===== src/clsio_dummy_unused.sv =====
// spare source unit that holds no logic
`default_nettype none
`default_nettype wire


===== src/clsio_pkg.sv =====
// constants for the clocked serial mode block
package clsio_pkg;
  // register byte offsets
  localparam logic [3:0] CLSIO_CTRL_A_OFS = 4'h0;
  localparam logic [3:0] CLSIO_DATA_OFS = 4'h4;
  localparam logic [3:0] CLSIO_STATUS_B_OFS = 4'h8;
  localparam logic [3:0] CLSIO_MODE_OFS = 4'hC;
  // serial_control_a fields
  localparam int CLSIO_START_BIT = 7;
  localparam int CLSIO_ABORT_BIT = 6;
  localparam int CLSIO_DIR_LSB = 4;
  localparam int CLSIO_CKS_LSB = 0;
  // serial_status_b fields
  localparam int CLSIO_ACTIVE_BIT = 3;
  localparam int CLSIO_SHIFT_BIT = 2;
  localparam logic [7:0] CLSIO_STATUS_ONES = 8'hF3;
  // transfer_direction_field codes
  localparam logic [1:0] CLSIO_DIR_TX = 2'h0;
  localparam logic [1:0] CLSIO_DIR_RSVD = 2'h1;
  localparam logic [1:0] CLSIO_DIR_RX = 2'h2;
  localparam logic [1:0] CLSIO_DIR_TRX = 2'h3;
  // clock select and interface mode
  localparam logic [2:0] CLSIO_CKS_EXT = 3'h7;
  localparam logic [1:0] CLSIO_IFMODE_SIO = 2'h1;
  // reset values
  localparam logic [1:0] CLSIO_DIR_RST = 2'h0;
  localparam logic [2:0] CLSIO_CKS_RST = 3'h0;
  localparam logic [1:0] CLSIO_IFMODE_RST = 2'h0;
  // internal shift clock half period base, in clocks, doubled per select step
  localparam int CLSIO_HALF_BASE = 8;
  localparam int CLSIO_BITS = 8;
  // external clock phases, four machine cycles of 250 ns each
  localparam int CLSIO_CLK_NS = 4;
  localparam int CLSIO_EXT_MIN_PULSE_NS = 1000;
  localparam int CLSIO_EXT_MIN_PULSE_CYC = (CLSIO_EXT_MIN_PULSE_NS + CLSIO_CLK_NS - 1) / CLSIO_CLK_NS;
  localparam logic [1:0] CLSIO_RESP_OKAY = 2'h0;
  localparam logic [1:0] CLSIO_RESP_SLVERR = 2'h2;
  typedef enum logic [1:0] {
    CLSIO_ST_IDLE,
    CLSIO_ST_WAIT,
    CLSIO_ST_SHIFT
  } clsio_state_t;
endpackage


===== src/clsio_top.sv =====
// clocked serial 8-bit transfer mode with an AXI4-Lite register slave
`timescale 1ns/10ps
`default_nettype none

// Summary of operation
// seven internal shift clock rates, driven out
// shift clock idles high at transfer start
// internal clock halts until buffer serviced
// select 111 uses external clock, wide phases
// external clock at most 500 kHz
// send on falling, sample on rising edge
// direction field picks transmit, receive, duplex
// transmit loads buffer, shifts out LSB first
// buffer to shifter empties buffer, interrupts in transmit-only
// internal transmit waits for new data
// transmit-only output high until first bit
// start clear finishes, abort stops at once
// transfer-active flag at status bit 3
// external transmit needs data before next shift
// receive LSB first, byte to buffer, interrupt
// external receive drops data if unread
// internal receive waits until buffer read
// unread byte is overwritten by newer byte
// start clear delivers whole bytes only
// changing direction discards buffer contents
// duplex waits for read and write
// duplex output repeats previous last bit
// interface mode 01 selects this mode
// shift-active flag at status bit 2
// reset leaves block idle, clock high
module clsio_top (
  // clock and reset
  input wire logic aclk,
  input wire logic aresetn,
  // axi4-lite write address
  input wire logic [3:0] awaddr,
  input wire logic awvalid,
  output logic awready,
  // axi4-lite write data
  input wire logic [31:0] wdata,
  input wire logic [3:0] wstrb,
  input wire logic wvalid,
  output logic wready,
  // axi4-lite write response
  output logic [1:0] bresp,
  output logic bvalid,
  input wire logic bready,
  // axi4-lite read address
  input wire logic [3:0] araddr,
  input wire logic arvalid,
  output logic arready,
  // axi4-lite read data
  output logic [31:0] rdata,
  output logic [1:0] rresp,
  output logic rvalid,
  input wire logic rready,
  // serial pins
  input wire logic sck_i,
  output logic sck_o,
  output logic sck_oe_n,
  output logic so_o,
  output logic so_oe_n,
  input wire logic si_i,
  // buffer empty or full event
  output logic serial_port_irq
);
  import clsio_pkg::*;
  clsio_state_t st;
  logic aw_got, w_got;
  logic [3:0] aw_addr;
  logic [31:0] w_data;
  logic [3:0] w_strb;
  logic transfer_start_bit;
  logic [1:0] transfer_direction_field;
  logic [2:0] clk_select;
  logic [1:0] bus_interface_mode_field;
  logic [7:0] serial_data_buffer;
  logic tx_valid, rx_full;
  logic [7:0] shreg;
  logic [2:0] bitcnt;
  logic [15:0] divcnt;
  logic sck_int;
  logic dummy_end;
  logic transfer_active_flag;
  logic sck_s1, sck_s2, sck_s3;
  logic si_s1, si_s2;

  // bus decode
  logic wr_go, wr_ctrl, wr_dat, wr_mode, rd_go, rd_dat, abort_req, dir_change;
  assign wr_go = aw_got && w_got && !bvalid;
  assign wr_ctrl = wr_go && aw_addr == CLSIO_CTRL_A_OFS && w_strb[0];
  assign wr_dat = wr_go && aw_addr == CLSIO_DATA_OFS && w_strb[0];
  assign wr_mode = wr_go && aw_addr == CLSIO_MODE_OFS && w_strb[0];
  assign rd_go = arvalid && arready;
  assign rd_dat = rd_go && {araddr[3:2], 2'h0} == CLSIO_DATA_OFS;
  assign abort_req = wr_ctrl && w_data[CLSIO_ABORT_BIT];
  assign dir_change = wr_ctrl && w_data[CLSIO_DIR_LSB +: 2] != transfer_direction_field;

  // mode decode
  logic sio_on, ext_clk, tx_path, rx_path, dir_ok, ready_next;
  assign sio_on = bus_interface_mode_field == CLSIO_IFMODE_SIO;
  assign ext_clk = clk_select == CLSIO_CKS_EXT;
  assign tx_path = transfer_direction_field != CLSIO_DIR_RX;
  assign rx_path = transfer_direction_field != CLSIO_DIR_TX;
  assign dir_ok = transfer_direction_field != CLSIO_DIR_RSVD;
  assign ready_next = (!tx_path || tx_valid) && (!rx_path || !rx_full);

  // shift edges
  logic [15:0] half_cnt;
  logic fall_ev, rise_ev, byte_done;
  logic [7:0] rx_byte;
  assign half_cnt = 16'(CLSIO_HALF_BASE) << clk_select;
  assign fall_ev = st == CLSIO_ST_SHIFT &&
                   (ext_clk ? (sck_s3 && !sck_s2) : (divcnt == 16'h0 && sck_int));
  assign rise_ev = st == CLSIO_ST_SHIFT &&
                   (ext_clk ? (!sck_s3 && sck_s2) : (divcnt == 16'h0 && !sck_int));
  assign byte_done = rise_ev && bitcnt == 3'(CLSIO_BITS - 1);
  assign rx_byte = {rx_path ? si_s2 : 1'b0, shreg[7:1]};

  // pin synchronisers
  always_ff @(posedge aclk) begin
    if (!aresetn) begin
      sck_s1 <= 1'b1;
      sck_s2 <= 1'b1;
      sck_s3 <= 1'b1;
      si_s1 <= 1'b0;
      si_s2 <= 1'b0;
    end else begin
      sck_s1 <= sck_i;
      sck_s2 <= sck_s1;
      sck_s3 <= sck_s2;
      si_s1 <= si_i;
      si_s2 <= si_s1;
    end
  end

  // axi write channels
  always_ff @(posedge aclk) begin
    if (!aresetn) begin
      aw_got <= 1'b0;
      w_got <= 1'b0;
      awready <= 1'b1;
      wready <= 1'b1;
      aw_addr <= 4'h0;
      w_data <= 32'h0;
      w_strb <= 4'h0;
      bvalid <= 1'b0;
      bresp <= CLSIO_RESP_OKAY;
    end else begin
      if (awvalid && awready) begin
        aw_got <= 1'b1;
        awready <= 1'b0;
        aw_addr <= {awaddr[3:2], 2'h0};
      end
      if (wvalid && wready) begin
        w_got <= 1'b1;
        wready <= 1'b0;
        w_data <= wdata;
        w_strb <= wstrb;
      end
      if (wr_go) begin
        aw_got <= 1'b0;
        w_got <= 1'b0;
        bvalid <= 1'b1;
        bresp <= (aw_addr == CLSIO_STATUS_B_OFS) ? CLSIO_RESP_SLVERR : CLSIO_RESP_OKAY;
      end
      if (bvalid && bready) begin
        bvalid <= 1'b0;
        awready <= 1'b1;
        wready <= 1'b1;
      end
    end
  end

  // axi read channel
  always_ff @(posedge aclk) begin
    if (!aresetn) begin
      arready <= 1'b1;
      rvalid <= 1'b0;
      rdata <= 32'h0;
      rresp <= CLSIO_RESP_OKAY;
    end else begin
      if (rd_go) begin
        arready <= 1'b0;
        rvalid <= 1'b1;
        rresp <= CLSIO_RESP_OKAY;
        unique case ({araddr[3:2], 2'h0})
          CLSIO_CTRL_A_OFS: begin
            rdata <= {24'h0, transfer_start_bit, 1'b0, transfer_direction_field, 1'b0, clk_select};
          end
          CLSIO_DATA_OFS: rdata <= {24'h0, serial_data_buffer};
          CLSIO_STATUS_B_OFS: begin
            rdata <= {24'h0, CLSIO_STATUS_ONES | ({7'h0, transfer_active_flag} << CLSIO_ACTIVE_BIT) |
                      ({7'h0, st == CLSIO_ST_SHIFT} << CLSIO_SHIFT_BIT)};
          end
          CLSIO_MODE_OFS: rdata <= {30'h0, bus_interface_mode_field};
        endcase
      end
      if (rvalid && rready) begin
        rvalid <= 1'b0;
        arready <= 1'b1;
      end
    end
  end

  // control register
  always_ff @(posedge aclk) begin
    if (!aresetn) begin
      transfer_start_bit <= 1'b0;
      transfer_direction_field <= CLSIO_DIR_RST;
      clk_select <= CLSIO_CKS_RST;
      bus_interface_mode_field <= CLSIO_IFMODE_RST;
    end else begin
      if (wr_ctrl) begin
        transfer_start_bit <= w_data[CLSIO_START_BIT] && !w_data[CLSIO_ABORT_BIT];
        transfer_direction_field <= w_data[CLSIO_DIR_LSB +: 2];
        clk_select <= w_data[CLSIO_CKS_LSB +: 3];
      end else if (dummy_end) begin
        transfer_start_bit <= 1'b0;
      end
      if (wr_mode) begin
        bus_interface_mode_field <= w_data[1:0];
      end
    end
  end

  logic dummy_pending;
  assign dummy_end = byte_done && dummy_pending;

  // transfer sequencer
  always_ff @(posedge aclk) begin
    if (!aresetn) begin
      st <= CLSIO_ST_IDLE;
      transfer_active_flag <= 1'b0;
      shreg <= 8'h0;
      bitcnt <= 3'h0;
      divcnt <= 16'h0;
      sck_int <= 1'b1;
      so_o <= 1'b1;
      dummy_pending <= 1'b0;
    end else if (abort_req || !sio_on) begin
      st <= CLSIO_ST_IDLE;
      transfer_active_flag <= 1'b0;
      shreg <= 8'h0;
      bitcnt <= 3'h0;
      sck_int <= 1'b1;
      dummy_pending <= 1'b0;
    end else begin
      unique case (st)
        CLSIO_ST_IDLE: begin
          sck_int <= 1'b1;
          if (transfer_start_bit && dir_ok) begin
            st <= CLSIO_ST_WAIT;
            transfer_active_flag <= 1'b1;
            if (transfer_direction_field == CLSIO_DIR_TX) begin
              so_o <= 1'b1;
            end
          end
        end
        CLSIO_ST_WAIT: begin
          sck_int <= 1'b1;
          if (!transfer_start_bit) begin
            st <= CLSIO_ST_IDLE;
            transfer_active_flag <= 1'b0;
            shreg <= 8'h0;
          end else if (ready_next) begin
            st <= CLSIO_ST_SHIFT;
            if (tx_path) begin
              shreg <= serial_data_buffer;
            end
            bitcnt <= 3'h0;
            divcnt <= half_cnt - 16'h1;
          end
        end
        CLSIO_ST_SHIFT: begin
          if (!ext_clk) begin
            if (divcnt == 16'h0) begin
              sck_int <= !sck_int;
              divcnt <= half_cnt - 16'h1;
            end else begin
              divcnt <= divcnt - 16'h1;
            end
          end
          if (fall_ev && tx_path) begin
            so_o <= shreg[0];
          end
          if (rise_ev) begin
            shreg <= rx_byte;
            bitcnt <= bitcnt + 3'h1;
          end
          if (byte_done) begin
            bitcnt <= 3'h0;
            if (!transfer_start_bit || dummy_pending) begin
              st <= CLSIO_ST_IDLE;
              transfer_active_flag <= 1'b0;
              shreg <= 8'h0;
              dummy_pending <= 1'b0;
            end else if (!ext_clk) begin
              st <= CLSIO_ST_WAIT;
            end else if (tx_path && !tx_valid) begin
              shreg <= 8'h0;
              dummy_pending <= 1'b1;
            end else if (tx_path) begin
              shreg <= serial_data_buffer;
            end
          end
        end
        default: begin
          st <= CLSIO_ST_IDLE;
        end
      endcase
    end
  end

  // shared data buffer and its flags
  logic load_tx;
  assign load_tx = tx_path && !abort_req && sio_on && transfer_start_bit &&
                   ((st == CLSIO_ST_WAIT && ready_next) ||
                    (byte_done && ext_clk && tx_valid && !dummy_pending));
  always_ff @(posedge aclk) begin
    if (!aresetn) begin
      serial_data_buffer <= 8'h0;
      tx_valid <= 1'b0;
      rx_full <= 1'b0;
      serial_port_irq <= 1'b0;
    end else begin
      serial_port_irq <= 1'b0;
      if (dir_change) begin
        serial_data_buffer <= 8'h0;
        tx_valid <= 1'b0;
        rx_full <= 1'b0;
      end else begin
        if (rd_dat) begin
          rx_full <= 1'b0;
        end
        if (load_tx) begin
          tx_valid <= 1'b0;
          serial_port_irq <= !rx_path;
        end
        if (wr_dat) begin
          serial_data_buffer <= w_data[7:0];
          tx_valid <= 1'b1;
        end
        if (byte_done && rx_path && !abort_req && sio_on) begin
          serial_data_buffer <= rx_byte;
          rx_full <= 1'b1;
          serial_port_irq <= 1'b1;
        end
      end
    end
  end

  // pin drivers
  always_ff @(posedge aclk) begin
    if (!aresetn) begin
      sck_o <= 1'b1;
      sck_oe_n <= 1'b1;
      so_oe_n <= 1'b1;
    end else begin
      sck_o <= ext_clk ? 1'b1 : sck_int;
      sck_oe_n <= !(sio_on && !ext_clk);
      so_oe_n <= !sio_on;
    end
  end
endmodule // clsio_top

`default_nettype wire


===== config.mk =====
export PLATFORM = sky130hd
export DESIGN_NAME = clsio_top
export DESIGN_NICKNAME = d
export VERILOG_FILES = /design/src/clsio_dummy_unused.sv /design/src/clsio_pkg.sv /design/src/clsio_top.sv
export SDC_FILE = /design/constraint.sdc
export NUM_CORES = 1
export LEC_CHECK = 0
export ABC_AREA = 1
export ABC_CLOCK_PERIOD_IN_PS = 1800
export BUFFER_PORTS_ARGS = -buffer_cell sky130_fd_sc_hd__buf_2
export CORE_ASPECT_RATIO = 2
export CORE_MARGIN = 10
export CORE_UTILIZATION = 55
export DETAILED_ROUTE_END_ITERATION = 10
export PLACE_DENSITY = 0.86
export RECOVER_POWER = 25
export SYNTH_ARGS = -nofsm -noshare
export SYNTH_HDL_FRONTEND = slang
export SYNTH_SLANG_ARGS = --single-unit

===== constraint.sdc =====
create_clock -name aclk -period 1.8 [get_ports aclk]
set_input_delay 0.09 -clock aclk [delete_from_list [all_inputs] [get_ports aclk]]
set_output_delay 0.09 -clock aclk [all_outputs]
set_load 0.05 [all_outputs]

==> results.yml, run 1 <==
timing:
  period_minus_slack_ps: 1770
  setup_viol: 0
  max_clock_freq_mhz: 566
  tns_ps: 0
  clock_skew_ps: 10.0
  worst_pin_slew_ps: 821
  max_slew_margin_pct: 45.3
  report.final.slew_viol_count: 0
  fin_crit_sh_pct: 98.2
  finalHoldViolations: 0
worst_setup_path:
  cpMostUsedCell: "nand2_4"
  slowest_stage: "dfxtp_2"
  cp_slowest_stage_delay_ps: 330
  crit_fanout: 5
  critPathLaunchType: "flip-flop"
  crit_required_ps: 2050
  cp_top_family: "simple AND/OR/NAND/NOR gates"
  path_class: "reg2reg"
  path_buf_inv: 3
  arrival_ps: 2020
  worstPathCellList: "inv_2 -> ha_4 -> nand2_4 -> nor2_4 -> nand3_2 -> nand2_4 -> nand3_4 -> inv_4 -> nand2_4 -> buf_6 -> nand2_1 -> nand2_1 -> nor2_1 -> nor2_1"
  cp-end-kind: "flip-flop"
min_path:
  hp-class: "in2reg"
grt:
  grt_max_degree: 22
  track_usage_pct: 21.2
  grt_pass1_wl_um: 21900
  antenna_found_initial: 0
  grt_pass1_vias: 4841
  gr-total-overflow: 0
power:
  power.leakage_nw: 2.70
  combPwrFrac_pct: 10.0
  p_int_mw: 3.01
  p_total_mw: 4.22
  p_sw_share_pct: 28.6
  p_switching_mw: 1.21
  ir_drop_mv: 0.695
  clkPwrFrac_pct: 42.4
  seq_power_share_pct: 47.6
  powerDensity_nw_per_um2: 719
routing:
  drt_iter0_drc: 348
  drc: 0
  drtAntennaViolNets: 0
  firstDrtPassIters: 5
  wire_per_inst_um: 16.0
  vias: 4901
  totalWireLength_um: 14200
  drt-vias-per-instance: 5.56
synthesis:
  syn_area_um2: 4670
  synth_xor_area_share_pct: 2.06
  synth_compound_area_share_pct: 18.1
  synth_area_per_cell_um2: 6.95
  synthArstFlopShare_pct: 0
  netlist-cell-type-count: 38
  synth_edf_count: 0
  yosysSeqAreaShare_pct: 37.3
  synthAdderAreaFrac_pct: 2.15
  synth_cells: 671
  ys_top_cells_by_area: "dfxtp_1 37%, nand2_1 10%, nor2_1 7.0%"
  synth-simple-area-share_pct: 27.4
  synth_flop_cell: "dfxtp_1"
  synth_top_area_cell: "dfxtp_1"
  yosysWarningCount: 0
  ys_ff_latch: 87
  synthMostInstantiatedCell: "nand2_1"
  muxShareOfSynthArea_pct: 0
  synth.top_cell.area_share_pct: 37.3
  synth_common_cells: "127 x nand2_1, 87 x dfxtp_1, 87 x nor2_1, 72 x inv_1, 62 x a21oi_1"
  synth_top_family_by_area: "simple AND/OR/NAND/NOR gates"
status:
  outcome: "finished, final reports clean"
cells_and_area:
  area_growth_pct: 26.0
  nets: 840
  diodes: 0
  drive_above_1_share_pct: 23.5
  nFillCells: 644
clock_tree:
  ctsHtreeMaxLevel: 3
  cts_tree: "built"
  clk_path_buf_depth: 2
  worstSkewPairLatency_ps: 350
  cts_sinks: 87
  cts_root_buffer: "clkbuf_16"
  cts_buffers: 9
  clkTransAtPathRegs_ps: 70
job:
  drv_cap: 0
die:
  die_area_um2: 12800
  initial_utilization_pct: 56.3
  die_w_um: 85.1
  io_pins: 99
  rows: 47
  die_h_um: 150
  core_area_um2: 8290
place:
  hpwl_um: 10400
  io_buffer_count: 40
  place.gp.congestion: 0.913
## layout by cell type, fill, tap and decap left out, drive strengths merged
cell,n
a22oi,2
buf,102
a21oi,62
or2,2
xor2,8
nor4,3
nand2,134
nor3,10
clkbuf,20
inv,76
clkinvlp,3
xnor2,3
o22ai,1
ha,8
o31ai,5
conb,27
clkinv,2
nor2,94
o211ai,8
nand3,33
dlygate4sd3,6
a211oi,3
o21ai,63
dfxtp,87
a31oi,5
nand4,12
a41oi,3
a21boi,1
o21a,1
## state kept, by name (all words and copies together) (netlist names), 2 cells and up
signal	flops
aw_addr	2
bitcnt	3
bus_interface_mode_field	2
clk_select	3
divcnt	16
rdata	8
serial_data_buffer	8
shreg	8
st	2
transfer_direction_field	2
w_data	8
## tightest hold or removal path: stages
cell     delay, ps
buf_2           80
a21oi_1         60
nor2_1          90
## final timing paths
check / start / to / slack [ps] / cells past startpoint
max: divcnt[0]$_SDFFE_PN0P_ / serial_data_buffer[5]$_SDFFE_PP0P_ / 30 / 14
min reg2reg: si_s1$_SDFF_PN0_ / si_s2$_SDFF_PN0_ / 420 / 2
max reg2reg: divcnt[0]$_SDFFE_PN0P_ / serial_data_buffer[5]$_SDFFE_PP0P_ / 30 / 14
min: wvalid / w_got$_SDFFE_PP0P_ / 3 / 3
## per-stage QoR
step | area (um2) | instances | hold slack [ps] | utilization [%] | setup slack, ps
after CTS | 5620 | 871 | 6.56 | 67.7 | 4.01
after floorplan | 4760 | 697 | 188 | - | 111
after global placement | 5210 | 847 | 271 | 62.9 | -23.4
after detailed placement | 5210 | 847 | 279 | 62.9 | -67.3
after global routing | 5880 | 882 | 30.7 | 70.9 | -71.3
final | 5880 | 882 | 2.73 | 70.9 | 31.8
## layout make-up
| cell class | count | area, um2 | share of cell area [%] |
|---|---|---|---|
| multi-input cells | 488 | 2590 | 44.0 |
| flip-flops and latches | 87 | 1750 | 29.8 |
| repair buffers | 119 | 850 | 14.5 |
| inverters | 74 | 287 | 4.88 |
| clock buffers | 9 | 225 | 3.83 |
| well taps | 98 | 123 | 2.09 |
| clock inverters | 7 | 53.8 | 0.915 |
## cells by family after synthesis
logic type | Yosys count
AND/OR/NAND/NOR | 288
AO/OA/AOI/OAI | 154
buffers and inverters | 122
flip-flops | 87
XOR/XNOR | 11
adder cells (fa/ha/maj) | 8
other | 1
## power groups by stage
stage	Clock (mW)	Sequential, mW	Combinational [mW]
after global routing	1.89	2.02	0.452
final	1.79	2.01	0.421
after floorplan	0	2.12	0.293
after detailed placement	0	2.05	0.405
after global placement	0	2.05	0.399
after CTS	1.79	2.01	0.418
## per-layer routing
layer / GRT usage, % / routed length [um] / vias up
li1: - / - / 2374
met1: 17.7 / 4680 / 2267
met2: 39.9 / 7630 / 186
met3: 5.95 / 770 / 74
met4: 16.8 / 1080 / 0
met5: 0 / 0 / -
## timing repair
action / in CTS / in global routing
setup endpoints to repair: 32 / 40
resized for setup: 10 / 54
hold buffers: 6 / 0
cloned: 0 / 1
setup buffers: 2 / 10
pin swaps: 5 / 18
endpoints found under the hold margin: 7 / 0
Power figures use the tool's default switching activity.
==> run 2, diff against run 1 <==
--- a/config.mk
+++ b/config.mk
@@ -6,13 +6,13 @@
 export NUM_CORES = 1
 export LEC_CHECK = 0
 export ABC_AREA = 1
-export ABC_CLOCK_PERIOD_IN_PS = 1800
+export ABC_CLOCK_PERIOD_IN_PS = 2200
 export BUFFER_PORTS_ARGS = -buffer_cell sky130_fd_sc_hd__buf_2
 export CORE_ASPECT_RATIO = 2
 export CORE_MARGIN = 10
-export CORE_UTILIZATION = 55
+export CORE_UTILIZATION = 59
 export DETAILED_ROUTE_END_ITERATION = 10
-export PLACE_DENSITY = 0.86
+export PLACE_DENSITY = 0.91
 export RECOVER_POWER = 25
 export SYNTH_ARGS = -nofsm -noshare
 export SYNTH_HDL_FRONTEND = slang
==> constraint.sdc (replaced) <==
create_clock -name aclk -period 2.2 [get_ports aclk]
set_input_delay 0.33 -clock aclk [delete_from_list [all_inputs] [get_ports aclk]]
set_output_delay 0.33 -clock aclk [all_outputs]
set_load 0.05 [all_outputs]
==> results.yml, run 2 (synthesis gave the netlist of run 1 again) <==
grt:
  antenna_found_initial: 0
  use_met3_pct: 4.14
  busiest_layer: "met2"
  grt_pass1_vias: 4630
  grt_use_met1_pct: 18.2
  grt_max_degree: 34
  gr-total-overflow: 0
  grt_pass1_wl_um: 21000
  track_usage_pct: 20.6
  met2_usage_pct: 38.2
worst_setup_path:
  regToRegStartpoint: "st[1]$_SDFFE_PP0P_"
  arrival_ps: 2260
  regToRegSetupSlack_ps: 170
  path_buf_inv: 2
  cp_top_family: "simple AND/OR/NAND/NOR gates"
  slowest_stage: "dfxtp_1"
  rr_worst_depth: 11
  path_class: "reg2reg"
  crit_fanout: 9
  critPathLaunchType: "flip-flop"
  cp-end-kind: "flip-flop"
  cpMostUsedCell: "nand2_1"
  crit_required_ps: 2440
  worstPathCellList: "inv_1 -> ha_1 -> nand2_1 -> o22ai_2 -> nand2_1 -> nor2_4 -> nand2_1 -> nand2_1 -> inv_1 -> nand2_1 -> nor2_1"
  cp_slowest_stage_delay_ps: 330
  reg2reg_to: "divcnt[14]$_SDFFE_PN0P_"
clock_tree:
  ctsResizeCount: 0
  worstSkewPairLatency_ps: 350
  post-cts-setup-buffers: 0
  cts_root_buffer: "clkbuf_16"
  ctsHoldBuffers: 0
  cts_buffers: 9
  cts_tree: "built"
  cts_sinks: 87
  ctsHtreeMaxLevel: 3
  clkTransAtPathRegs_ps: 60
  clk_path_buf_depth: 2
cells_and_area:
  nets: 778
  area_growth_pct: 10.8
  regMostFlops: "divcnt"
  drive_above_1_share_pct: 12.9
  fin_util_pct: 67.5
  design_area_um2: 5170
  multi_input_area_um2: 2410
  nFillCells: 679
  layout_commonest_cell: "nand2_1"
  largest_reg_flops: 16
  final_cell_mix: "127 x nand2_1, 87 x nor2_1, 87 x dfxtp_1"
  area.sequential_um2: 1740
  diodes: 0
routing:
  vias: 4577
  drt-vias-per-instance: 5.61
  wire_per_inst_um: 15.7
  totalWireLength_um: 12800
  drc: 0
  drtAntennaViolNets: 0
  drt_iter0_drc: 267
  firstDrtPassIters: 6
place:
  detailedPlace.worstSlack_ps: 193
  placed_area_um2: 4860
  io_buffer_count: 40
  place.gp.congestion: 0.961
  hpwl_um: 9650
timing:
  fin_ws_ps: 172
  fin_crit_sh_pct: 92.2
  setup_viol: 0
  worst_pin_slew_ps: 1240
  fin_hold_ws_ps: 164
  tns_ps: 0
  max_clock_freq_mhz: 493
  max_slew_margin_pct: 17.5
  finalHoldViolations: 0
  clock_skew_ps: 10.5
  report.final.slew_viol_count: 0
  period_minus_slack_ps: 2030
die:
  rows: 45
  die_h_um: 146
  die_w_um: 82.9
  die_area_um2: 12100
  core_area_um2: 7660
  io_pins: 99
  initial_utilization_pct: 60.9
power:
  power.leakage_nw: 2.35
  powerDensity_nw_per_um2: 675
  ir_drop_mv: 0.522
min_path:
  holdPathEnd: "si_s1$_SDFF_PN0_"
  hp-class: "in2reg"
  hold_start: "si_i"
  whs_path_depth: 3
status:
  outcome: "finished, final reports clean"
job:
  drv_cap: 0
run 2: worst register-to-register path, cell delays in order, from the launching register on:
cell and delay, ps:
dfxtp_1 330, inv_1 120, ha_1 270, nand2_1 150, o22ai_2 220, nand2_1 120, nor2_4 250, nand2_1 120
nand2_1 180, inv_1 70, nand2_1 70, nor2_1 30
run 2: routing by layer:
layer  wire length, um  up-vias
met3               578       67
met2              6780      180
met4               895        0
met1              4530     2089
met5                 0        -
li1                  -     2241
run 2: power by group:
group | total (mW) | switching [mW] | internal [mW]
clock | 1.51 | 0.659 | 0.849
sequential | 1.65 | 0.0296 | 1.62
combinational | 0.333 | 0.268 | 0.0648
total | 3.49 | 0.957 | 2.53
run 2: per-stage QoR:
| stage | instances | power (mW) |
|---|---|---|
| global placement | 797 | 2.00 |
| global route | 816 | 3.60 |
| finish | 816 | 3.49 |
| CTS | 813 | 3.50 |
| detailed placement | 797 | 2.01 |
| floorplan | 697 | 1.97 |
run 2: area by class of cell:
class	instances	area share [%]
Tap cell	94	2.27
Timing Repair Buffer	57	6.17
Sequential cell	87	33.7
Inverter	74	5.37
Clock inverter	5	0.895
Clock buffer	11	4.89
Multi-Input combinational cell	488	46.7
run 2: how the worst max path moves through the flow:
stage / from / to / slack, ps / depth (start not counted)
3_3_place_gp: st[1]$_SDFFE_PP0P_ / divcnt[14]$_SDFFE_PN0P_ / 230 / 11
6_report: st[1]$_SDFFE_PP0P_ / divcnt[14]$_SDFFE_PN0P_ / 170 / 11
3_5_place_dp: st[1]$_SDFFE_PP0P_ / divcnt[14]$_SDFFE_PN0P_ / 190 / 11
4_1_cts: st[1]$_SDFFE_PP0P_ / divcnt[14]$_SDFFE_PN0P_ / 170 / 11
5_1_grt: st[0]$_SDFFE_PP0P_ / divcnt[14]$_SDFFE_PN0P_ / -9 / 11
2_1_floorplan: bvalid$_SDFFE_PP0N_ / serial_data_buffer[0]$_SDFFE_PP0P_ / 340 / 14
